**config.mk**
```make
export PLATFORM = sky130hd
export DESIGN_NAME = rre_exec
export DESIGN_NICKNAME = d
export VERILOG_FILES = /design/src/hdl/rre_pkg.sv /design/src/hdl/rre_exec.sv /design/src/hdl/rre_rotate.sv /design/src/hdl/rre_stack.sv
export SDC_FILE = /design/constraint.sdc
export NUM_CORES = 2
export LEC_CHECK = 0
export ABC_AREA = 1
export BUFFER_PORTS_ARGS = -buffer_cell sky130_fd_sc_hd__buf_2
export CELL_PAD_IN_SITES_DETAIL_PLACEMENT = 1
export CELL_PAD_IN_SITES_GLOBAL_PLACEMENT = 2
export CORE_ASPECT_RATIO = 1.5
export CORE_UTILIZATION = 38
export CTS_CLUSTER_DIAMETER = 150
export DETAILED_ROUTE_END_ITERATION = 7
export PLACE_DENSITY = 0.81
export SYNTH_ARGS = -nofsm -noshare
export SYNTH_HDL_FRONTEND = slang
export SYNTH_HIERARCHICAL = 1
export SYNTH_SLANG_ARGS = --single-unit
```
**constraint.sdc**
```tcl
create_clock -name clock_in -period 31.4 [get_ports clock_in]
set_clock_uncertainty 0.05 [all_clocks]
set_input_delay 6.28 -clock clock_in [delete_from_list [all_inputs] [get_ports clock_in]]
set_output_delay 6.28 -clock clock_in [all_outputs]
set_load 0.005 [all_outputs]
```
**src/hdl/rre_pkg.sv**
```systemverilog
package rre_pkg;
    // Opcode patterns
    localparam logic [14:0] RRE_OP_RETIRQ = 15'h0008; // 0000 0000 0001 000
    localparam logic [14:0] RRE_OP_RETSUB = 15'h0009; // 0000 0000 0001 001
    localparam logic [7:0] RRE_OP_RETLIT = 8'h0C;     // 0000 1100
    localparam logic [5:0] RRE_OP_ROTC = 6'h0D;       // 0011 01
    // Field positions
    localparam int RRE_SEL_BIT = 0;
    localparam int RRE_DEST_BIT = 9;
    localparam int RRE_BANK_BIT = 8;
    // Indexed literal offset limit
    localparam logic [7:0] RRE_IDX_LIMIT = 8'h5F;
    // Status bit positions
    localparam int RRE_C_BIT = 0;
    localparam int RRE_Z_BIT = 2;
    localparam int RRE_N_BIT = 4;
    // Quarter-cycle index of Q4, the last of an instruction cycle
    localparam logic [1:0] RRE_Q4 = 2'h3;
    // Stack geometry
    localparam int RRE_STACK_DEPTH = 31;
    localparam int RRE_PC_W = 21;
    // Reset values
    localparam logic [7:0] RRE_BYTE_RST = 8'h00;
    localparam logic [20:0] RRE_PC_RST = 21'h00_0000;
    typedef enum logic [2:0] {
        RRE_IDLE = 3'b001,
        RRE_EXEC = 3'b010,
        RRE_NOP2 = 3'b100
    } rre_state_t;
endpackage : rre_pkg

```
**src/hdl/rre_exec.sv**
```systemverilog
// Our own choices: the register addresses and strobed register access.
`timescale 1ns/100ps
module rre_exec
    import rre_pkg::*;
(
    input wire logic clock_in,             // Quarter-cycle clock
    input wire logic sys_rst_in,           // Async reset
    input wire logic [15:0] opcode_in,     // Fetched instruction
    input wire logic opcode_valid_in,      // Opcode present at Q1
    input wire logic ext_set_in,           // Extended set enabled
    input wire logic irq_high_active_in,   // Returning from high level
    input wire logic [7:0] file_data_in,   // File read data
    input wire logic push_in,              // Call pushes return addr
    input wire logic [20:0] push_data_in,  // Return address
    output logic [20:0] pc_out,            // Program counter
    output logic [7:0] accumulator_out,    // Working register
    output logic [7:0] status_out,         // Status flags
    output logic [7:0] bank_select_latch_out, // Bank select
    output logic [7:0] pc_high_latch_out,  // Unchanged latch
    output logic [7:0] pc_upper_latch_out, // Unchanged latch
    output logic high_priority_irq_enable_out, // Global/high enable
    output logic low_priority_irq_enable_out,  // Periph/low enable
    output logic [11:0] file_addr_out,     // File address
    output logic file_we_out,              // File write strobe
    output logic [7:0] file_wdata_out,     // File write data
    output logic indexed_mode_out,         // Indexed offset mode
    output logic busy_out                  // Second cycle in progress
);
    ////////////////////////////////////////////////////////////////////////
    rre_state_t state_reg, state_next;
    logic [1:0] q_reg, q_next;
    logic [15:0] op_reg, op_next;
    logic [20:0] pc_reg, pc_next;
    logic [7:0] acc_reg, acc_next, stat_reg, stat_next, bsr_reg, bsr_next;
    logic [7:0] acc_sh_reg, stat_sh_reg, bsr_sh_reg;
    logic high_priority_irq_enable_reg, high_priority_irq_enable_next, low_priority_irq_enable_reg, low_priority_irq_enable_next;
    logic [11:0] fa_reg, fa_next;
    logic fwe_reg, fwe_next, idx_reg, idx_next;
    logic [7:0] fwd_reg, fwd_next;
    logic pop, is_irq, is_sub, is_lit, is_rot;
    logic [20:0] top_of_stack;
    logic [7:0] rot_res;
    logic rot_c, rot_n, rot_z;

    rre_stack u_stack (
        .clock_in(clock_in),
        .sys_rst_in(sys_rst_in),
        .push_in(push_in),
        .push_data_in(push_data_in),
        .pop_in(pop),
        .top_out(top_of_stack),
        .depth_out()
    );
    rre_rotate u_rot (
        .operand_in(file_data_in),
        .carry_in(stat_reg[RRE_C_BIT]),
        .result_out(rot_res),
        .carry_out(rot_c),
        .neg_out(rot_n),
        .zero_out(rot_z)
    );

    ////////////////////////////////////////////////////////////////////////
    // Decode of the latched opcode
    always_comb begin
        is_irq = (op_reg[15:1] == RRE_OP_RETIRQ);
        is_sub = (op_reg[15:1] == RRE_OP_RETSUB);
        is_lit = (op_reg[15:8] == RRE_OP_RETLIT);
        is_rot = (op_reg[15:10] == RRE_OP_ROTC);
        pop = (state_reg == RRE_EXEC) && (q_reg == RRE_Q4)
            && (is_irq || is_sub || is_lit);
    end

    always_comb begin
        state_next = state_reg;
        q_next = q_reg + 2'h1;
        op_next = op_reg;
        pc_next = pc_reg;
        acc_next = acc_reg;
        stat_next = stat_reg;
        bsr_next = bsr_reg;
        high_priority_irq_enable_next = high_priority_irq_enable_reg;
        low_priority_irq_enable_next = low_priority_irq_enable_reg;
        fa_next = fa_reg;
        fwe_next = 1'b0;
        fwd_next = fwd_reg;
        idx_next = idx_reg;
        unique case (state_reg)
            RRE_IDLE: begin
                if (q_reg == 2'h0 && opcode_valid_in) begin
                    op_next = opcode_in;
                    state_next = RRE_EXEC;
                end
            end
            RRE_EXEC: begin
                if (q_reg == 2'h1 && is_rot) begin
                    // Bank and addressing mode for the operand read
                    idx_next = ext_set_in && !op_reg[RRE_BANK_BIT]
                        && (op_reg[7:0] <= RRE_IDX_LIMIT);
                    fa_next = op_reg[RRE_BANK_BIT]
                        ? {bsr_reg[3:0], op_reg[7:0]}
                        : {4'h0, op_reg[7:0]};
                end
                if (q_reg == RRE_Q4) begin
                    state_next = RRE_IDLE;
                    if (is_irq || is_sub || is_lit) begin
                        pc_next = top_of_stack;
                        state_next = RRE_NOP2;
                    end
                    if (is_irq) begin
                        // PC latches untouched here; flags and bank select change only by the shadow restore when bit 0 is set
                        if (irq_high_active_in) high_priority_irq_enable_next = 1'b1;
                        else low_priority_irq_enable_next = 1'b1;
                    end
                    if ((is_irq || is_sub) && op_reg[RRE_SEL_BIT]) begin
                        acc_next = acc_sh_reg;
                        stat_next = stat_sh_reg;
                        bsr_next = bsr_sh_reg;
                    end
                    if (is_lit) acc_next = op_reg[7:0];
                    if (is_rot) begin
                        stat_next[RRE_C_BIT] = rot_c;
                        stat_next[RRE_N_BIT] = rot_n;
                        stat_next[RRE_Z_BIT] = rot_z;
                        if (op_reg[RRE_DEST_BIT]) begin
                            fwe_next = 1'b1;
                            fwd_next = rot_res;
                        end else begin
                            acc_next = rot_res;
                        end
                    end
                end
            end
            RRE_NOP2: begin
                if (q_reg == RRE_Q4) state_next = RRE_IDLE;
            end
            default: state_next = RRE_IDLE;
        endcase
    end

    always_ff @(posedge clock_in or posedge sys_rst_in) begin
        if (sys_rst_in) begin
            state_reg <= RRE_IDLE;
            q_reg <= 2'h0;
            op_reg <= 16'h0000;
            pc_reg <= RRE_PC_RST;
            acc_reg <= RRE_BYTE_RST;
            stat_reg <= RRE_BYTE_RST;
            bsr_reg <= RRE_BYTE_RST;
            high_priority_irq_enable_reg <= 1'b0;
            low_priority_irq_enable_reg <= 1'b0;
            fa_reg <= 12'h000;
            fwe_reg <= 1'b0;
            fwd_reg <= RRE_BYTE_RST;
            idx_reg <= 1'b0;
        end else begin
            state_reg <= state_next;
            q_reg <= q_next;
            op_reg <= op_next;
            pc_reg <= pc_next;
            acc_reg <= acc_next;
            stat_reg <= stat_next;
            bsr_reg <= bsr_next;
            high_priority_irq_enable_reg <= high_priority_irq_enable_next;
            low_priority_irq_enable_reg <= low_priority_irq_enable_next;
            fa_reg <= fa_next;
            fwe_reg <= fwe_next;
            fwd_reg <= fwd_next;
            idx_reg <= idx_next;
        end
    end

    ////////////////////////////////////////////////////////////////////////
    // Shadows capture on push; the interrupt entry path is outside
    always_ff @(posedge clock_in or posedge sys_rst_in) begin
        if (sys_rst_in) begin
            acc_sh_reg <= RRE_BYTE_RST;
            stat_sh_reg <= RRE_BYTE_RST;
            bsr_sh_reg <= RRE_BYTE_RST;
        end else if (push_in) begin
            acc_sh_reg <= acc_reg;
            stat_sh_reg <= stat_reg;
            bsr_sh_reg <= bsr_reg;
        end
    end

    always_comb begin
        pc_out = pc_reg;
        accumulator_out = acc_reg;
        status_out = stat_reg;
        bank_select_latch_out = bsr_reg;
        pc_high_latch_out = RRE_BYTE_RST;
        pc_upper_latch_out = RRE_BYTE_RST;
        high_priority_irq_enable_out = high_priority_irq_enable_reg;
        low_priority_irq_enable_out = low_priority_irq_enable_reg;
        file_addr_out = fa_reg;
        file_we_out = fwe_reg;
        file_wdata_out = fwd_reg;
        indexed_mode_out = idx_reg;
        busy_out = (state_reg == RRE_NOP2);
    end
endmodule : rre_exec

```
**src/hdl/rre_rotate.sv**
```systemverilog
`timescale 1ns/100ps
// Rotate left through carry, combinational
module rre_rotate
    import rre_pkg::*;
(
    input wire logic [7:0] operand_in, // Operand byte
    input wire logic carry_in,         // Previous carry
    output logic [7:0] result_out,     // Rotated result
    output logic carry_out,            // New carry
    output logic neg_out,              // Negative flag
    output logic zero_out              // Zero flag
);
    always_comb begin
        result_out = {operand_in[6:0], carry_in};
        carry_out = operand_in[7];
        neg_out = result_out[7];
        zero_out = (result_out == 8'h00);
    end
endmodule : rre_rotate

```
**src/hdl/rre_stack.sv**
```systemverilog
`timescale 1ns/100ps
// Return stack: pop wins over push unless the stack is empty; pointer reads the entry below
module rre_stack
    import rre_pkg::*;
(
    input wire logic clock_in,              // Core clock
    input wire logic sys_rst_in,            // Async reset
    input wire logic push_in,               // Push strobe
    input wire logic [20:0] push_data_in,   // Value pushed
    input wire logic pop_in,                // Pop strobe
    output logic [20:0] top_out,            // Top of stack
    output logic [4:0] depth_out            // Entries held
);
    logic [20:0] mem_reg [RRE_STACK_DEPTH];
    logic [20:0] mem_next [RRE_STACK_DEPTH];
    logic [4:0] ptr_reg, ptr_next;
    always_comb begin
        mem_next = mem_reg;
        ptr_next = ptr_reg;
        if (pop_in && ptr_reg != 5'h00) begin
            ptr_next = ptr_reg - 5'h01;
        end else if (push_in && ptr_reg != 5'(RRE_STACK_DEPTH)) begin
            mem_next[ptr_reg] = push_data_in;
            ptr_next = ptr_reg + 5'h01;
        end
    end
    always_ff @(posedge clock_in or posedge sys_rst_in) begin
        if (sys_rst_in) begin
            ptr_reg <= 5'h00;
            for (int i = 0; i < RRE_STACK_DEPTH; i++) begin
                mem_reg[i] <= RRE_PC_RST;
            end
        end else begin
            ptr_reg <= ptr_next;
            mem_reg <= mem_next;
        end
    end
    // Empty stack reads zero
    assign top_out = (ptr_reg == 5'h00) ? RRE_PC_RST : mem_reg[ptr_reg - 5'h01];
    assign depth_out = ptr_reg;
endmodule : rre_stack

```
# Yosys cells after proc, flatten, opt, wreduce, memory -nomap -nowiden
# Index checks and enable logic that the tools add are counted.
# word_totals
ff_bits,770
input_bits,51
output_inout_bits,86
word_cells,130
# classes
addsub,3
magnitude_cmp,4
n_eq_ne,13
mux,27
n_bitwise,4
reduce_logical,30
# op_table
cell,n
651-bit bitwise mux,1
21-bit binary-select mux with 5-bit select,1
21-bit demux with 5-bit select,1
21-bit two-way mux,4
8-bit two-way mux,4
"15-bit by 4-bit == test with 1-bit output, second input constant",2
5-bit two-way mux,3
"6-bit >= comparator, second input constant",2
12-bit two-way mux,1
3-bit two-way mux,4
5-bit inverter with 6-bit output,2
3-bit AND reduction,4
4-bit AND reduction,3
1-bit logical AND,10
3-bit one-hot mux with 3 select lines,1
"8-bit by 4-bit == test with 1-bit output, second input constant",1
"8-bit by 7-bit less-or-equal comparator with 1-bit output, second input constant",1
8-bit logical NOT,1
2-bit AND reduction,4
1-bit two-way mux,7
"6-bit by 4-bit == test with 1-bit output, second input constant",1
"6-bit by 1-bit < comparator with 1-bit output, second input constant",1
"5-bit by 1-bit adder with 5-bit output, second input constant",1
5-bit logical NOT,1
16 further kinds,20

# Longest topological paths before layout
# logic_depth
depth_word,7
mapped_depth,17
depth_no_buf,14

# Hierarchy
# Netlist, hierarchy kept.
# by_module_without_submodules
mod,instances,cells_per_inst,area_each_um2,seq_area_each_um2
rre_stack,1,3730,29941.2,16415.7
rre_exec,1,585,5128.7,2854.0
rre_rotate,1,17,101.3,0.0

# Worst setup path after synthesis
# No wires, ideal clock.
# synth_path
kind,input port to flip-flop
startpoint,input push_in
endpoint,register u_stack/mem_reg[197] in the netlist's numbering
setup_ps,136
arrival_ps,7263
t_required_ps,31214
setup_slack_ps,23951
stages,8
n_path_buf,1
cell_sequence,inv_1 > nor2_1 > nand2_4 > nor2_2 > nand2_1 > clkbuf_1 > nand2_1 > o21ai_0
# synth_between
elab_chain_len,2
# synth_rtl
element,line_no,source
start: declaration,rre_exec.sv:13,"input wire logic push_in,"
1-bit logical AND,rre_stack.sv:22,end else if (push_in && ptr_reg != 5'(RRE_STACK_DEPTH)) begin
2-bit AND reduction (no source line),n/a,
end signal: assignment,rre_stack.sv:35,mem_reg <= mem_next;
end: declaration,rre_stack.sv:14,logic [20:0] mem_reg [RRE_STACK_DEPTH];
# No other way between the ends.
# A chain may end at the register's enable or synchronous reset.

# Worst setup path in the final report
# layout_path
startpoint,input push_in
endpoint,register u_stack/mem_reg[249] in the netlist's numbering
# The elaborated chain is that of the path after synthesis.

==> out/summary.json <==
{
  "power_and_ir_drop": {
    "pwr_density_cell_nw_per_um2": 111.9,
    "power.switching_mw": 1.909,
    "swShare_pct": 44.27,
    "worst_ir_drop_vdd_mv": 0.06998,
    "power.leakage_nw": 17.86,
    "seq_power_share_pct": 35.4,
    "cell_internal_pwr_mw": 2.404,
    "combPwrFrac_pct": 42.6,
    "clock_share_of_power_pct": 22.0
  },
  "timing": {
    "timing_hold_violations_final": 0,
    "timing_max_transition_violations_final": 0,
    "report.final.setup_viol": 0,
    "post_route_setup_slack_ns": 22.79,
    "whs_ns": 0.4120,
    "slew-limit-headroom_pct": 22.71,
    "max_freq_mhz": 116.1,
    "worst_slew_pin_slew_ns": 1.158,
    "grt_setup_unrepaired": "no",
    "timing.final.crit_share_pct": 27.43,
    "fin_setup_tns_ns": 0,
    "period_needed_ns": 8.612
  },
  "critical_path": {
    "worst-setup-path-type": "input port to register",
    "slowest_delay_ns": 0.88,
    "setup.reg_to_reg.worst_slack_ns": 26.75,
    "cp_data_required_time_ns": 31.90,
    "path_cells": "buf_2, buf_4, inv_1, nor2_1, nand2_4, clkinv_2, nand3_2, o21ai_0",
    "worst_setup_sp_type": "input port",
    "r2r-start": "u_stack/depth_out[0]",
    "rr_worst_depth": 12,
    "worst_path_dominant_cell_family": "simple AND/OR/NAND/NOR gates",
    "r2r_end": "pc_out[9]",
    "critical_path_arrival_ns": 9.11,
    "slowest_stage": "sky130_fd_sc_hd__nand3_2",
    "worst-path-buf-inv": 4,
    "worstPathMaxFanout": 48,
    "worst_setup_path_end_kind": "register"
  },
  "routing": {
    "detailedRoute.firstPassIterationCount": 5,
    "drt_first_iter_violations": 2063,
    "post_drt_via_cell_ratio": 5.369,
    "post_drt_wl_per_cell_um": 21.32,
    "drt_drc_violations_left": 0,
    "detail_route.wirelength_mm": 115.9,
    "number_of_routed_nets_with_antenna_violations": 0,
    "via_count": 29190
  },
  "place": {
    "gp_congestion": 0.7905,
    "io_buffers": 120,
    "dpl_worst_slack_ns": 22.14,
    "hpwlAfterDp_mm": 65.03
  },
  "synth": {
    "ys.warnings.count": 6,
    "synth_area_um2": 35170,
    "yosys_most_used_dff": "sky130_fd_sc_hd__dfrtp_1",
    "post_synth_inst_count": 4332,
    "synthArstFlopShare_pct": 100.0,
    "synth_edf_count": 0,
    "ys_ff_latch": 770,
    "synth-seq-area-share_pct": 54.79,
    "avgSynthCellArea_um2": 8.119,
    "synth_cell_type_count": 44
  },
  "hold_path": {
    "holdCritStartpoint": "low_priority_irq_enable_out",
    "holdPathEnd": "low_priority_irq_enable_out",
    "hold_class": "register to register",
    "timing.hold.worst_path_depth": 1
  },
  "layout": {
    "num-fill-cells": 10980,
    "final_common_cell": "sky130_fd_sc_hd__nand2_1",
    "drive_gt1_share_pct": 8.187,
    "final_net_count": 4263,
    "most_used_cells_in_the_layout_excluding_fill_and_tap_cells": "sky130_fd_sc_hd__nand2_1, sky130_fd_sc_hd__dfrtp_1, sky130_fd_sc_hd__nand3_1",
    "number_of_flip_flops_in_the_largest_register": 651,
    "area.growth.synth_to_final_pct": 9.587
  },
  "clocking": {
    "register_clock_pin_slew_on_the_reported_worst_setup_and_hold_paths_ns": 0.06,
    "clkSinkCount": 770,
    "cts-htree-levels": 3,
    "clkLatencyLatePin_ns": 0.66,
    "cts-root-buf": "sky130_fd_sc_hd__clkbuf_16",
    "clock_path_buffers": 3,
    "cts_buffers": 78,
    "hold_buffers": 0,
    "tritoncts": "done",
    "cts_resized": 0,
    "post_cts.repair.setup_buffers": 0
  },
  "floorplanning": {
    "top_level_ports": 137,
    "placement_rows": 136,
    "dieWidth_um": 250.4,
    "core_area_um2": 91720,
    "fp.dieArea_um2": 93800,
    "floorplan.initialDensity_pct": 38.35,
    "die-height_um": 374.6
  },
  "global_route": {
    "maximum_number_of_pins_on_one_net_before_global_route_repair": 170,
    "globalRouteTotalUtil_pct": 25.17,
    "grt_antenna_before_repair": 0,
    "first_global_vias": 30120,
    "overflow": 0,
    "grt_first_pass_wirelength_mm": 182.2
  },
  "run": {
    "max_cap_viol_count": 0
  },
  "outcome": {
    "outcome": "finished clean"
  }
}
==> cells by family (layout without fill, tap and decap cells) <==
group / Yosys count / count (layout) / synth area share [%]
AO/OA/AOI/OAI: 796 / 796 / 11.52
flip-flops: 770 / 770 / 54.79
multiplexers: 1 / 1 / 0.03201
AND/OR/NAND/NOR: 2236 / 2236 / 26.97
XOR/XNOR: 3 / 3 / 0.07472
other: 1 / 17 / 0.01066
buffers and inverters: 516 / 432 / 6.286
adder cells (fa/ha/maj): 9 / 9 / 0.3202
==> how the worst max path moves through the flow <==
stage               start                   end  slack, ns  cells after the start
2_1_floorplan  sys_rst_in  u_stack/depth_out[0]       6.69                      1
3_3_place_gp      push_in  u_stack/mem_reg[231]      22.22                      8
3_5_place_dp      push_in  u_stack/mem_reg[251]      22.14                      8
4_1_cts           push_in  u_stack/mem_reg[249]      22.83                      8
5_1_grt           push_in  u_stack/mem_reg[244]      22.61                      8
6_report          push_in  u_stack/mem_reg[249]      22.79                      8
==> metal layers <==
metal,wire (um),up-vias,share of wire (%),track usage [%]
met4,3278,0,2.8,8.728
li1,-,13840,-,-
met1,50130,14790,43,31.78
met5,0,-,0,0
met2,59090,439,51,44.83
met3,3423,125,3.0,2.214
==> power by group through the flow <==
stage	combinational (mW)	clock [mW]	sequential (mW)
after global placement	1.82	0	1.53
after global routing	2.03	1.01	1.57
after detailed placement	1.85	0	1.54
after CTS	1.86	0.976	1.53
after floorplan	1.21	0	1.49
final	1.84	0.948	1.53
==> synth_stat cells, types with 4 or more instances <==
master,n,share of area [%]
sky130_fd_sc_hd__nand2_1,1481,16
sky130_fd_sc_hd__dfrtp_1,769,55
sky130_fd_sc_hd__nand3_1,640,9.1
sky130_fd_sc_hd__o21ai_0,634,9.0
sky130_fd_sc_hd__clkbuf_1,243,2.6
sky130_fd_sc_hd__inv_1,128,1.4
sky130_fd_sc_hd__o21ai_1,99,1.4
sky130_fd_sc_hd__buf_2,81,1.2
sky130_fd_sc_hd__nor2_1,56,0.60
sky130_fd_sc_hd__a21oi_1,48,0.68
sky130_fd_sc_hd__buf_4,31,0.66
sky130_fd_sc_hd__buf_1,20,0.21
sky130_fd_sc_hd__nand2_2,16,0.28
sky130_fd_sc_hd__ha_1,9,0.32
sky130_fd_sc_hd__nand2_4,9,0.29
sky130_fd_sc_hd__nand4_1,8,0.14
sky130_fd_sc_hd__o21ai_2,6,0.15
sky130_fd_sc_hd__buf_6,5,0.16
sky130_fd_sc_hd__nor3_1,5,0.071
sky130_fd_sc_hd__or2_2,5,0.089
sky130_fd_sc_hd__nand3_4,4,0.20
sky130_fd_sc_hd__nor2_4,4,0.13
==> area by class of cell <==
type	instances	area, um2	area share, %
tap	1173	1468	3.808
multi-input combinational	3061	13800	35.80
inverter	134	526.8	1.367
sequential	770	19270	50.00
clock inverter	19	221.5	0.5746
timing repair buffer	158	923.4	2.396
antenna	1	2.502	0.006492
clock buffer	121	2328	6.041
==> per-stage QoR <==
| step | power, mW | utilization, % | std cells | cell area [um2] |
|---|---|---|---|---|
| 2_1_floorplan | 2.702 | - | 4347 | 35230 |
| 3_3_place_gp | 3.353 | 39.24 | 5296 | 35990 |
| 3_5_place_dp | 3.393 | 39.24 | 5296 | 35990 |
| 4_1_cts | 4.363 | 42.02 | 5436 | 38540 |
| 5_1_grt | 4.611 | 42.02 | 5436 | 38540 |
| 6_report | 4.313 | 42.02 | 5437 | 38540 |
(Power assumes the default switching activity.)
